**config.mk**
```make
export PLATFORM = sky130hd
export DESIGN_NAME = timer_event_irq_buffer_ctrl
export DESIGN_NICKNAME = d
export VERILOG_FILES = /design/src/logic/timer_ctrl_pkg.sv /design/src/logic/timer_event_irq_buffer_ctrl.sv
export SDC_FILE = /design/constraint.sdc
export NUM_CORES = 1
export LEC_CHECK = 0
export ABC_AREA = 1
export ABC_CLOCK_PERIOD_IN_PS = 3500
export BUFFER_PORTS_ARGS = -buffer_cell sky130_fd_sc_hd__clkbuf_2
export CORE_MARGIN = 2
export CORE_UTILIZATION = 35
export CTS_CLUSTER_DIAMETER = 50
export DETAILED_ROUTE_END_ITERATION = 7
export GPL_ROUTABILITY_DRIVEN = 1
export GPL_TIMING_DRIVEN = 1
export PLACE_DENSITY = 0.55
export SLEW_MARGIN = 0
export SYNTH_ARGS = -nofsm -noshare
export SYNTH_HDL_FRONTEND = slang
export SYNTH_SLANG_ARGS = --single-unit
```
**constraint.sdc**
```tcl
create_clock -name clk_i -period 3.5 [get_ports clk_i]
set_input_delay 0.175 -clock clk_i [delete_from_list [all_inputs] [get_ports clk_i]]
set_output_delay 0.175 -clock clk_i [all_outputs]
set_load 0.02 [all_outputs]
```
**src/logic/timer_ctrl_pkg.sv**
```systemverilog
// Package of the timer control slice: register offsets, field layouts,
// action and mode encodings, and reset values.
// Assumes byte-wide registers on a 6-bit byte address.
package timer_ctrl_pkg;

	// ------------------------------------------------------------
	// Register offsets
	// ------------------------------------------------------------
	localparam logic [5:0] ADDR_CONTROL       = 6'h00;
	localparam logic [5:0] ADDR_MODE          = 6'h01;
	localparam logic [5:0] ADDR_CTRLE_CLEAR   = 6'h04;
	localparam logic [5:0] ADDR_CTRLE_SET     = 6'h05;
	localparam logic [5:0] ADDR_BV_CLEAR      = 6'h06;
	localparam logic [5:0] ADDR_BV_SET        = 6'h07;
	localparam logic [5:0] ADDR_EVENT_CONTROL = 6'h09;
	localparam logic [5:0] ADDR_INT_ENABLE    = 6'h0A;
	localparam logic [5:0] ADDR_INT_FLAGS     = 6'h0B;
	localparam logic [5:0] ADDR_DEBUG_CONTROL = 6'h0E;
	localparam logic [5:0] ADDR_TEMP          = 6'h0F;
	localparam logic [5:0] ADDR_COUNT_L       = 6'h20;
	localparam logic [5:0] ADDR_PERIOD_L      = 6'h26;
	localparam logic [5:0] ADDR_COMPARE_BASE  = 6'h28;
	localparam logic [5:0] ADDR_PERIOD_BUFFER_L      = 6'h36;
	localparam logic [5:0] ADDR_CMPBUF_BASE   = 6'h38;
	localparam logic [5:0] PAIR_STRIDE        = 6'h02;
	localparam logic [5:0] HIGH_BYTE          = 6'h01;

	// ------------------------------------------------------------
	// Field positions
	// ------------------------------------------------------------
	localparam int ENABLE_BIT      = 0;
	localparam int LOCK_UPDATE_BIT = 1;
	localparam int DIR_BIT         = 0;
	localparam int CMD_LSB         = 2;
	localparam int PERIOD_BV_BIT   = 0;
	localparam int CMP0_BV_BIT     = 1;
	localparam int WRAP_FLAG_BIT   = 0;
	localparam int CMP0_FLAG_BIT   = 4;
	localparam int RUN_DEBUG_BIT   = 0;
	localparam logic [3:0] BV_MASK    = 4'hF;
	localparam logic [7:0] FLAG_MASK  = 8'h71;
	localparam logic [2:0] MODE_MASK  = 3'h7;

	// ------------------------------------------------------------
	// Encodings
	// ------------------------------------------------------------
	localparam logic [2:0] ACT_B_NONE              = 3'h0;
	localparam logic [2:0] ACT_EVENT_DIRECTION_CONTROL              = 3'h3;
	localparam logic [2:0] ACT_B_RESTART_RISING    = 3'h4;
	localparam logic [2:0] ACT_B_RESTART_EITHER    = 3'h5;
	localparam logic [2:0] ACT_B_RESTART_HIGH      = 3'h6;
	localparam logic [2:0] ACT_A_COUNT_RISING      = 3'h0;
	localparam logic [2:0] ACT_A_COUNT_EITHER      = 3'h1;
	localparam logic [2:0] ACT_A_COUNT_HIGH        = 3'h2;
	localparam logic [1:0] CMD_NONE    = 2'h0;
	localparam logic [1:0] CMD_UPDATE  = 2'h1;
	localparam logic [1:0] CMD_RESTART = 2'h2;
	localparam logic [1:0] CMD_RESET   = 2'h3;

	typedef enum logic [2:0] {
		MODE_NORMAL    = 3'b000,
		MODE_FREQUENCY = 3'b001,
		MODE_RESV2     = 3'b010,
		MODE_SINGLE    = 3'b011,
		MODE_RESV4     = 3'b100,
		MODE_DS_TOP    = 3'b101,
		MODE_DS_BOTH   = 3'b110,
		MODE_DS_BOTTOM = 3'b111
	} waveform_mode_t;

	typedef struct packed {
		logic [2:0] event_action_b;
		logic       event_input_b_enable;
		logic [2:0] event_action_a;
		logic       event_input_a_enable;
	} event_control_t;

	// ------------------------------------------------------------
	// Reset values
	// ------------------------------------------------------------
	localparam logic [7:0]  REG_RESET    = 8'h00;
	localparam logic [15:0] PERIOD_RESET = 16'hFFFF;
	localparam logic [15:0] COUNT_ZERO   = 16'h0000;
	localparam logic [15:0] COUNT_ONE    = 16'h0001;

endpackage

```
**src/logic/timer_event_irq_buffer_ctrl.sv**
```systemverilog
// Control slice of a 16-bit timer: buffer-valid flags, event actions,
// compare and wrap interrupt flags, and run-in-debug.
// Assumes a byte register port and event lines synchronous to clk_i.
module timer_event_irq_buffer_ctrl #(
	parameter int PRESCALE_DIV = 1
) (
	input  wire logic        clk_i,
	input  wire logic        resetn_i,
	input  wire logic [5:0]  addr_i,
	input  wire logic [7:0]  wdata_i,
	input  wire logic        wr_i,
	input  wire logic        rd_i,
	output logic      [7:0]  rdata_o,
	input  wire logic        event_a_i,
	input  wire logic        event_b_i,
	input  wire logic        debug_halt_i,
	output logic             irq_o,
	output logic      [15:0] count_o
);

	localparam int CHANNELS = 3;

	initial
	begin
		if (PRESCALE_DIV < 1 || PRESCALE_DIV > 65536)
			$error("PRESCALE_DIV must lie in 1..65536");
	end

	// ------------------------------------------------------------
	// State
	// ------------------------------------------------------------
	logic                         enable_reg;
	timer_ctrl_pkg::waveform_mode_t mode_reg;
	logic                         lock_reg;
	logic                         dir_reg;
	logic [3:0]                   bv_reg;
	timer_ctrl_pkg::event_control_t evc_reg;
	logic [7:0]                   ie_reg;
	logic [7:0]                   flags_reg;
	logic                         run_debug_reg;
	logic [7:0]                   temp_reg;
	logic [15:0]                  cnt_reg;
	logic [15:0]                  per_reg;
	logic [15:0]                  period_buffer_reg;
	logic [15:0]                  cmp_reg    [CHANNELS];
	logic [15:0]                  cmpbuf_reg [CHANNELS];
	logic                         a_prev_reg;
	logic                         b_prev_reg;
	logic [15:0]                  presc_reg;
	logic [7:0]                   rdata_reg;
	logic                         irq_reg;

	// ------------------------------------------------------------
	// Register decode
	// ------------------------------------------------------------
	wire       wr_control  = wr_i && addr_i == timer_ctrl_pkg::ADDR_CONTROL;
	wire       wr_mode     = wr_i && addr_i == timer_ctrl_pkg::ADDR_MODE;
	wire       wr_e_clr    = wr_i && addr_i == timer_ctrl_pkg::ADDR_CTRLE_CLEAR;
	wire       wr_e_set    = wr_i && addr_i == timer_ctrl_pkg::ADDR_CTRLE_SET;
	wire       wr_bv_clr   = wr_i && addr_i == timer_ctrl_pkg::ADDR_BV_CLEAR;
	wire       wr_bv_set   = wr_i && addr_i == timer_ctrl_pkg::ADDR_BV_SET;
	wire       wr_evc      = wr_i && addr_i == timer_ctrl_pkg::ADDR_EVENT_CONTROL;
	wire       wr_ie       = wr_i && addr_i == timer_ctrl_pkg::ADDR_INT_ENABLE;
	wire       wr_flags    = wr_i && addr_i == timer_ctrl_pkg::ADDR_INT_FLAGS;
	wire       wr_dbg      = wr_i && addr_i == timer_ctrl_pkg::ADDR_DEBUG_CONTROL;
	wire       wr_temp     = wr_i && addr_i == timer_ctrl_pkg::ADDR_TEMP;
	wire       wr_cnt_lo   = wr_i && addr_i == timer_ctrl_pkg::ADDR_COUNT_L;
	wire       wr_cnt_hi   = wr_i && addr_i == (timer_ctrl_pkg::ADDR_COUNT_L
		+ timer_ctrl_pkg::HIGH_BYTE);
	wire       wr_per_lo   = wr_i && addr_i == timer_ctrl_pkg::ADDR_PERIOD_L;
	wire       wr_per_hi   = wr_i && addr_i == (timer_ctrl_pkg::ADDR_PERIOD_L
		+ timer_ctrl_pkg::HIGH_BYTE);
	wire       wr_pbuf_lo  = wr_i && addr_i == timer_ctrl_pkg::ADDR_PERIOD_BUFFER_L;
	wire       wr_pbuf_hi  = wr_i && addr_i == (timer_ctrl_pkg::ADDR_PERIOD_BUFFER_L
		+ timer_ctrl_pkg::HIGH_BYTE);
	wire [1:0] cmd_word    = wdata_i[timer_ctrl_pkg::CMD_LSB +: 2];
	wire       wr_e_any    = wr_e_clr || wr_e_set;

	logic [CHANNELS-1:0] wr_cmp_lo;
	logic [CHANNELS-1:0] wr_cmp_hi;
	logic [CHANNELS-1:0] wr_cbuf_lo;
	logic [CHANNELS-1:0] wr_cbuf_hi;

	genvar g;
	generate
		for (g = 0; g < CHANNELS; g++)
		begin : g_chan_dec
			localparam logic [5:0] CMP_LO  = 6'(timer_ctrl_pkg::ADDR_COMPARE_BASE
				+ timer_ctrl_pkg::PAIR_STRIDE * g);
			localparam logic [5:0] CBUF_LO = 6'(timer_ctrl_pkg::ADDR_CMPBUF_BASE
				+ timer_ctrl_pkg::PAIR_STRIDE * g);
			assign wr_cmp_lo[g]  = wr_i && addr_i == CMP_LO;
			assign wr_cmp_hi[g]  = wr_i && addr_i == (CMP_LO + timer_ctrl_pkg::HIGH_BYTE);
			assign wr_cbuf_lo[g] = wr_i && addr_i == CBUF_LO;
			assign wr_cbuf_hi[g] = wr_i && addr_i == (CBUF_LO + timer_ctrl_pkg::HIGH_BYTE);
		end
	endgenerate

	// Low-byte writes park in the shared temp byte; high byte commits both
	wire wr_low_any = wr_temp || wr_cnt_lo || wr_per_lo || wr_pbuf_lo
		|| (|wr_cmp_lo) || (|wr_cbuf_lo);

	// ------------------------------------------------------------
	// Commands
	// ------------------------------------------------------------
	wire cmd_update  = wr_e_any && cmd_word == timer_ctrl_pkg::CMD_UPDATE;
	wire cmd_restart = wr_e_any && cmd_word == timer_ctrl_pkg::CMD_RESTART;
	// Hard reset only while stopped, as running logic would glitch
	wire cmd_reset   = wr_e_any && cmd_word == timer_ctrl_pkg::CMD_RESET && !enable_reg;

	// ------------------------------------------------------------
	// Run gating, prescaler and event sources
	// ------------------------------------------------------------
	wire run        = enable_reg && (!debug_halt_i || run_debug_reg);
	wire presc_tick = run && presc_reg == 16'(PRESCALE_DIV - 1);
	wire ev_a_on    = run && evc_reg.event_input_a_enable;
	wire ev_b_on    = run && evc_reg.event_input_b_enable;
	wire a_rise     = event_a_i && !a_prev_reg;
	wire a_edge     = event_a_i != a_prev_reg;
	wire b_rise     = event_b_i && !b_prev_reg;
	wire b_edge     = event_b_i != b_prev_reg;
	wire [2:0] act_a = evc_reg.event_action_a;
	wire [2:0] act_b = evc_reg.event_action_b;

	wire a_event_direction_control   = ev_a_on && act_a == timer_ctrl_pkg::ACT_EVENT_DIRECTION_CONTROL;
	wire b_event_direction_control   = ev_b_on && act_b == timer_ctrl_pkg::ACT_EVENT_DIRECTION_CONTROL;
	// Reserved B codes fall through to no action
	wire b_restart  = ev_b_on && (
		(act_b == timer_ctrl_pkg::ACT_B_RESTART_RISING && b_rise) ||
		(act_b == timer_ctrl_pkg::ACT_B_RESTART_EITHER && b_edge) ||
		(act_b == timer_ctrl_pkg::ACT_B_RESTART_HIGH && event_b_i));
	wire restart    = b_restart || cmd_restart || cmd_reset;

	logic count_src;
	always_comb
	begin
		count_src = presc_tick;
		if (ev_a_on)
		begin
			case (act_a)
				timer_ctrl_pkg::ACT_A_COUNT_RISING: count_src = a_rise;
				timer_ctrl_pkg::ACT_A_COUNT_EITHER: count_src = a_edge;
				timer_ctrl_pkg::ACT_A_COUNT_HIGH:   count_src = presc_tick && event_a_i;
				timer_ctrl_pkg::ACT_EVENT_DIRECTION_CONTROL:         count_src = presc_tick;
				default:                            count_src = 1'b0;
			endcase
		end
	end

	wire count_tick = run && count_src && !restart;
	// Event level picks the direction; A's up/down outranks B's
	wire down_sel   = a_event_direction_control ? event_a_i
		: b_event_direction_control ? event_b_i : dir_reg;

	// ------------------------------------------------------------
	// Counter sequencing
	// ------------------------------------------------------------
	wire        dual = mode_reg == timer_ctrl_pkg::MODE_DS_TOP
		|| mode_reg == timer_ctrl_pkg::MODE_DS_BOTH
		|| mode_reg == timer_ctrl_pkg::MODE_DS_BOTTOM;
	wire [15:0] top  = mode_reg == timer_ctrl_pkg::MODE_FREQUENCY ? cmp_reg[0] : per_reg;

	logic [15:0] cnt_next;
	logic        dir_next;
	logic        top_evt;
	logic        bot_evt;
	always_comb
	begin
		cnt_next = cnt_reg;
		dir_next = dir_reg;
		top_evt  = 1'b0;
		bot_evt  = 1'b0;
		if (restart)
		begin
			cnt_next = timer_ctrl_pkg::COUNT_ZERO;
			dir_next = 1'b0;
		end
		else if (count_tick)
		begin
			dir_next = down_sel;
			if (!down_sel)
			begin
				if (cnt_reg >= top)
				begin
					top_evt = 1'b1;
					if (dual)
					begin
						cnt_next = cnt_reg - timer_ctrl_pkg::COUNT_ONE;
						dir_next = 1'b1;
					end
					else
						cnt_next = timer_ctrl_pkg::COUNT_ZERO;
				end
				else
					cnt_next = cnt_reg + timer_ctrl_pkg::COUNT_ONE;
			end
			else if (cnt_reg == timer_ctrl_pkg::COUNT_ZERO)
			begin
				bot_evt = 1'b1;
				if (dual)
				begin
					cnt_next = timer_ctrl_pkg::COUNT_ONE;
					dir_next = 1'b0;
				end
				else
					cnt_next = top;
			end
			else
				cnt_next = cnt_reg - timer_ctrl_pkg::COUNT_ONE;
		end
	end

	// Wrap and update conditions per waveform mode
	logic wrap_evt;
	always_comb
	begin
		unique case (mode_reg)
			timer_ctrl_pkg::MODE_DS_TOP:    wrap_evt = top_evt;
			timer_ctrl_pkg::MODE_DS_BOTH:   wrap_evt = top_evt || bot_evt;
			timer_ctrl_pkg::MODE_DS_BOTTOM: wrap_evt = bot_evt;
			default:                        wrap_evt = top_evt || bot_evt;
		endcase
	end
	wire upd_cond  = dual ? bot_evt : (top_evt || bot_evt);
	wire do_update = (upd_cond && !lock_reg) || cmd_update;

	// ------------------------------------------------------------
	// Buffer-valid and interrupt flag next values
	// ------------------------------------------------------------
	logic [3:0] bv_set;
	logic [3:0] bv_clr;
	logic [7:0] flag_set;
	always_comb
	begin
		bv_set = wr_bv_set ? wdata_i[3:0] & timer_ctrl_pkg::BV_MASK : 4'h0;
		bv_set[timer_ctrl_pkg::PERIOD_BV_BIT] = bv_set[timer_ctrl_pkg::PERIOD_BV_BIT]
			|| wr_pbuf_hi;
		flag_set = 8'h00;
		flag_set[timer_ctrl_pkg::WRAP_FLAG_BIT] = wrap_evt;
		for (int n = 0; n < CHANNELS; n++)
		begin
			bv_set[timer_ctrl_pkg::CMP0_BV_BIT + n] =
				bv_set[timer_ctrl_pkg::CMP0_BV_BIT + n] || wr_cbuf_hi[n];
			flag_set[timer_ctrl_pkg::CMP0_FLAG_BIT + n] =
				count_tick && cnt_next == cmp_reg[n];
		end
		bv_clr = (wr_bv_clr ? wdata_i[3:0] : 4'h0)
			| (do_update || cmd_reset ? timer_ctrl_pkg::BV_MASK : 4'h0);
	end

	wire [3:0] bv_next    = (bv_reg & ~bv_clr) | bv_set;
	wire [7:0] flag_clr   = wr_flags ? wdata_i & timer_ctrl_pkg::FLAG_MASK : 8'h00;
	// Set outranks clear so a same-cycle event survives
	wire [7:0] flags_next = (flags_reg & ~flag_clr) | flag_set;
	wire       irq_next   = |(flags_next & ie_reg);

	// ------------------------------------------------------------
	// Read mux
	// ------------------------------------------------------------
	logic [7:0] rd_mux;
	always_comb
	begin
		rd_mux = timer_ctrl_pkg::REG_RESET;
		case (addr_i)
			timer_ctrl_pkg::ADDR_CONTROL:       rd_mux = {7'h00, enable_reg};
			timer_ctrl_pkg::ADDR_MODE:          rd_mux = {5'h00, mode_reg};
			timer_ctrl_pkg::ADDR_CTRLE_CLEAR,
			timer_ctrl_pkg::ADDR_CTRLE_SET:     rd_mux = {6'h00, lock_reg, dir_reg};
			timer_ctrl_pkg::ADDR_BV_CLEAR,
			timer_ctrl_pkg::ADDR_BV_SET:        rd_mux = {4'h0, bv_reg};
			timer_ctrl_pkg::ADDR_EVENT_CONTROL: rd_mux = evc_reg;
			timer_ctrl_pkg::ADDR_INT_ENABLE:    rd_mux = ie_reg;
			timer_ctrl_pkg::ADDR_INT_FLAGS:     rd_mux = flags_reg;
			timer_ctrl_pkg::ADDR_DEBUG_CONTROL: rd_mux = {7'h00, run_debug_reg};
			timer_ctrl_pkg::ADDR_TEMP:          rd_mux = temp_reg;
			timer_ctrl_pkg::ADDR_COUNT_L:       rd_mux = cnt_reg[7:0];
			timer_ctrl_pkg::ADDR_COUNT_L + timer_ctrl_pkg::HIGH_BYTE:
				rd_mux = cnt_reg[15:8];
			timer_ctrl_pkg::ADDR_PERIOD_L:      rd_mux = per_reg[7:0];
			timer_ctrl_pkg::ADDR_PERIOD_L + timer_ctrl_pkg::HIGH_BYTE:
				rd_mux = per_reg[15:8];
			timer_ctrl_pkg::ADDR_PERIOD_BUFFER_L:      rd_mux = period_buffer_reg[7:0];
			timer_ctrl_pkg::ADDR_PERIOD_BUFFER_L + timer_ctrl_pkg::HIGH_BYTE:
				rd_mux = period_buffer_reg[15:8];
			default:                            rd_mux = timer_ctrl_pkg::REG_RESET;
		endcase
		for (int n = 0; n < CHANNELS; n++)
		begin
			if (addr_i == 6'(timer_ctrl_pkg::ADDR_COMPARE_BASE + timer_ctrl_pkg::PAIR_STRIDE * n))
				rd_mux = cmp_reg[n][7:0];
			if (addr_i == 6'(timer_ctrl_pkg::ADDR_COMPARE_BASE + timer_ctrl_pkg::PAIR_STRIDE * n
				+ timer_ctrl_pkg::HIGH_BYTE))
				rd_mux = cmp_reg[n][15:8];
			if (addr_i == 6'(timer_ctrl_pkg::ADDR_CMPBUF_BASE + timer_ctrl_pkg::PAIR_STRIDE * n))
				rd_mux = cmpbuf_reg[n][7:0];
			if (addr_i == 6'(timer_ctrl_pkg::ADDR_CMPBUF_BASE + timer_ctrl_pkg::PAIR_STRIDE * n
				+ timer_ctrl_pkg::HIGH_BYTE))
				rd_mux = cmpbuf_reg[n][15:8];
		end
	end

	// ------------------------------------------------------------
	// Configuration registers
	// ------------------------------------------------------------
	always_ff @(posedge clk_i or negedge resetn_i)
	begin
		if (!resetn_i)
		begin
			enable_reg    <= 1'b0;
			mode_reg      <= timer_ctrl_pkg::MODE_NORMAL;
			lock_reg      <= 1'b0;
			evc_reg       <= timer_ctrl_pkg::event_control_t'(timer_ctrl_pkg::REG_RESET);
			ie_reg        <= timer_ctrl_pkg::REG_RESET;
			run_debug_reg <= 1'b0;
			temp_reg      <= timer_ctrl_pkg::REG_RESET;
		end
		else
		begin
			if (wr_control)
				enable_reg <= wdata_i[timer_ctrl_pkg::ENABLE_BIT];
			if (wr_mode)
				mode_reg <= timer_ctrl_pkg::waveform_mode_t'(wdata_i[2:0]
					& timer_ctrl_pkg::MODE_MASK);
			if (wr_e_set && wdata_i[timer_ctrl_pkg::LOCK_UPDATE_BIT])
				lock_reg <= 1'b1;
			else if (wr_e_clr && wdata_i[timer_ctrl_pkg::LOCK_UPDATE_BIT])
				lock_reg <= 1'b0;
			if (wr_evc)
				evc_reg <= timer_ctrl_pkg::event_control_t'(wdata_i);
			if (wr_ie)
				ie_reg <= wdata_i & timer_ctrl_pkg::FLAG_MASK;
			if (wr_dbg)
				run_debug_reg <= wdata_i[timer_ctrl_pkg::RUN_DEBUG_BIT];
			if (wr_low_any)
				temp_reg <= wdata_i;
		end
	end

	// ------------------------------------------------------------
	// Counter, buffers and flags
	// ------------------------------------------------------------
	always_ff @(posedge clk_i or negedge resetn_i)
	begin
		if (!resetn_i)
		begin
			cnt_reg    <= timer_ctrl_pkg::COUNT_ZERO;
			dir_reg    <= 1'b0;
			per_reg    <= timer_ctrl_pkg::PERIOD_RESET;
			period_buffer_reg <= timer_ctrl_pkg::PERIOD_RESET;
			bv_reg     <= 4'h0;
			flags_reg  <= timer_ctrl_pkg::REG_RESET;
			a_prev_reg <= 1'b0;
			b_prev_reg <= 1'b0;
			presc_reg  <= timer_ctrl_pkg::COUNT_ZERO;
			for (int n = 0; n < CHANNELS; n++)
			begin
				cmp_reg[n]    <= timer_ctrl_pkg::COUNT_ZERO;
				cmpbuf_reg[n] <= timer_ctrl_pkg::COUNT_ZERO;
			end
		end
		else
		begin
			// Edge history only advances while running, so a level change made while halted counts as an edge on resume
			if (run)
			begin
				a_prev_reg <= event_a_i;
				b_prev_reg <= event_b_i;
			end
			presc_reg <= (!run || presc_tick) ? timer_ctrl_pkg::COUNT_ZERO
				: presc_reg + timer_ctrl_pkg::COUNT_ONE;
			cnt_reg <= wr_cnt_hi ? {wdata_i, temp_reg} : cnt_next;
			if (wr_e_set && wdata_i[timer_ctrl_pkg::DIR_BIT])
				dir_reg <= 1'b1;
			else if (wr_e_clr && wdata_i[timer_ctrl_pkg::DIR_BIT])
				dir_reg <= 1'b0;
			else
				dir_reg <= dir_next;
			bv_reg    <= bv_next;
			flags_reg <= flags_next;
			if (wr_pbuf_hi)
				period_buffer_reg <= {wdata_i, temp_reg};
			if (wr_per_hi)
				per_reg <= {wdata_i, temp_reg};
			else if (do_update && bv_reg[timer_ctrl_pkg::PERIOD_BV_BIT])
				per_reg <= period_buffer_reg;
			for (int n = 0; n < CHANNELS; n++)
			begin
				if (wr_cbuf_hi[n])
					cmpbuf_reg[n] <= {wdata_i, temp_reg};
				if (wr_cmp_hi[n])
					cmp_reg[n] <= {wdata_i, temp_reg};
				else if (do_update && bv_reg[timer_ctrl_pkg::CMP0_BV_BIT + n])
					cmp_reg[n] <= cmpbuf_reg[n];
			end
		end
	end

	// ------------------------------------------------------------
	// Registered outputs
	// ------------------------------------------------------------
	always_ff @(posedge clk_i or negedge resetn_i)
	begin
		if (!resetn_i)
		begin
			rdata_reg <= timer_ctrl_pkg::REG_RESET;
			irq_reg   <= 1'b0;
		end
		else
		begin
			rdata_reg <= rd_i ? rd_mux : timer_ctrl_pkg::REG_RESET;
			irq_reg   <= irq_next;
		end
	end

	assign rdata_o = rdata_reg;
	assign irq_o   = irq_reg;
	assign count_o = cnt_reg;

endmodule

```
==> results.yml <==
status:
  status: "complete, no violations"
clocking:
  clk_path_buf_depth: 3
  clock_latency_ns: 0.56
  h-tree-depth: 2
  cts_inserted_buffers: 34
  clock_sinks: 206
  tritoncts: "yes"
  root_buffer: "clkbuf_16"
  clkTransAtPathRegs_ns: 0.05
worst_setup_path:
  crit_start: "mode_reg[1]"
  slowest_delay_ns: 0.39
  crit_arrival_ns: 3.88
  cp_top_family: "compound AO/OA/AOI/OAI gates"
  crit_top_cell: "nand2_1"
  critPathMaxFanout: 8
  cp_slowest_cell: "dfrtp_1"
  cp-endpoint: "cmp_reg[30]"
  cp-end-kind: "flip-flop"
  ff2ff_path_depth: 24
  worstSetupPathType: "reg2reg"
  crit_path_start_kind: "flip-flop"
  ff2ff_setup_slack_ns: 0.07
  r2r_end: "cmp_reg[30]"
  cp_cell_sequence: "inv_2 > nand3_4 > buf_8 > buf_12 > nand2_4 > o21ai_4 > ha_1 > nand2_1 > inv_2 > nand2_1 > nand2_1 > a21oi_4 > nand3_4 > buf_6 > nand2_1 > nor2_2 > nand2_1 > a21oi_2 > inv_2 > o31ai_4 > a21oi_4 > clkinv_4 > buf_4 > o21ai_2"
  worstPathRequired_ns: 3.95
  r2r-start: "mode_reg[1]"
  cp.depth: 24
  critPathBufInv: 8
sta:
  skew_ns: 0.0336
  relSlewSlack_pct: 30.8
  fin_tns_setup_ns: 0
  timing.hold.ws_ns: 0.0621
  fin_crit_ns: 3.43
  tightest_slew_ns: 1.04
  max_freq_mhz: 292
  min_period_over_period_pct: 98.0
  setup_violations: 0
  hold_viol_final: 0
  rsz0062_at_grt: "true"
  maxSlewViolCount: 0
final_layout:
  fillers: 3953
  antenna-diode-count: 0
  area_delta_synth_final_pct: 25.1
  post-route-util_pct: 44.6
  nets: 2125
  drive_gt1_share_pct: 19.8
  regArea_sq_um: 5190
  multi_input_area_sq_um: 7580
  layout.cells.non_filler: 2617
synthesis:
  syn-num-nets: 1970
  synth_most_common_cell: "nand2_1"
  synth_seq_area_share_pct: 38.5
  netlist_area_sq_um: 13500
  syn_area_per_cell_sq_um: 7.00
  ys_warn_count: 0
  synth_ff_type: "dfrtp_1"
  synth_area_leaders: "dfrtp_1, nand2_1, o21ai_0, dfstp_2, inv_1"
  synthArstFlopShare_pct: 100
  ys_ff_latch: 206
  yosys.area.top_type: "dfrtp_1"
  ys_types: 60
  syn_inst: 1928
  synth_commonest_cells: "nand2_1, o21ai_0, inv_1"
  synth-edff-count: 0
  synth_top_area_share_pct: 32.3
route:
  vias_per_cell: 5.44
  initialDrtViolationCount: 1346
  first_pass_iters: 6
  drcViolationCount: 0
  ant_nets: 0
  wire_per_inst_um: 22.9
  finalWirelength_mm: 60.0
  vias: 14200
floorplan:
  die_x_um: 200
  die_area_sq_um: 40100
  start_util_pct: 35.6
  core-area_sq_um: 37800
  std_cell_rows: 71
  die_height_um: 200
  io_pins: 46
global_routing:
  gr-total-overflow: 0
  antenna_found_initial: 0
  grt_pass1_vias: 13700
  grt.total_usage_pct: 29.4
  grt_pass1_wl_mm: 88.8
  grt_start_max_net_pins: 75
placement:
  routabilityCongestion: 0.987
  port_buffers: 45
  hpwlAfterDp_mm: 46.1
  dp.cells: 2529
hold_path:
  min-delay-path-class: "in2reg"
power:
  power.total_w: 0.0126
  power-per-cell-area_nw_per_um2: 748
  p_leak_nw: 7.80
  ir_drop_mv: 0.310
run:
  maxCapViolCount: 0
-- where the power goes --
group	total (W)	leakage, nW	switching, W	internal (W)
sequential	0.00361	2.53	0.000718	0.00290
combinational	0.00560	4.70	0.00358	0.00202
clock	0.00341	0.571	0.00133	0.00208
-- what timing repair did --
| item | in CTS | in global routing |
|---|---|---|
| cloned | 0 | 6 |
| hold buffers | 9 | 0 |
| pin swaps | 2 | 37 |
| hold endpoints to repair | 83 | 0 |
| buffers inserted | 0 | 14 |
| setup endpoints to repair | 72 | 72 |
| gates resized for setup | 23 | 106 |
-- cell families after synthesis --
kind of cell	after synthesis	share of synthesized area, %
DFF	206	38.5
and+or+nand+nor	1009	32.8
AOI/OAI and AO/OA	396	16.8
xor gates and xnor gates	24	1.56
buffers and inverters	272	8.34
adders and majority gates	21	1.95
-- how the worst min path moves through the flow --
stage,startpoint,to,slack [ns],depth (start not counted)
after floorplan,resetn_i,a_prev_reg,-0.12,0
after global placement,resetn_i,presc_reg[7],0.17,1
after detailed placement,resetn_i,presc_reg[7],0.17,1
after CTS,wdata_i[3],bv_reg[3],0.04,3
after global routing,addr_i[0],dir_reg,0.09,3
final,wdata_i[3],bv_reg[3],0.06,3
-- layout by cell type, fill, tap and decap left out, types with 34 or more instances in the layout --
cell type,instances
nand2_1,570
o21ai_0,201
inv_1,183
dfrtp_1,174
nor2_1,158
buf_4,117
nand3_1,107
a21oi_1,60
nand4_1,47
clkbuf_2,44
clkbuf_16,37
nand2_2,34
-- final cells by class --
type	instances	area share, %
timing repair buffer	190	8.99
clock inverter	15	1.22
multi-input combinational	1450	44.9
inverter	199	4.47
sequential	206	30.8
timing repair inverter	2	0.0889
tap	511	3.79
clock buffer	44	5.74
-- layer usage --
metal / GRT usage, % / share of wire (%) / vias up
li1: - / - / 6684
met1: 41.2 / 44 / 6801
met2: 46.2 / 44 / 625
met3: 3.79 / 7.6 / 128
met4: 11.7 / 4.3 / 0
met5: 0 / 0 / -
-- metrics by stage --
step	setup WS (ns)	instance area, sq um
after floorplan	0.444	13500
after global placement	-0.530	15000
after detailed placement	-0.483	15000
after CTS	0.00995	16300
after global routing	-0.105	16900
final	0.0703	16900
-- tightest hold or removal path: stages --
cell and delay (ns):
clkbuf_2 0.20, nand2_1 0.11, nand3_1 0.07
Note: power is estimated with default switching activity, not from simulation.
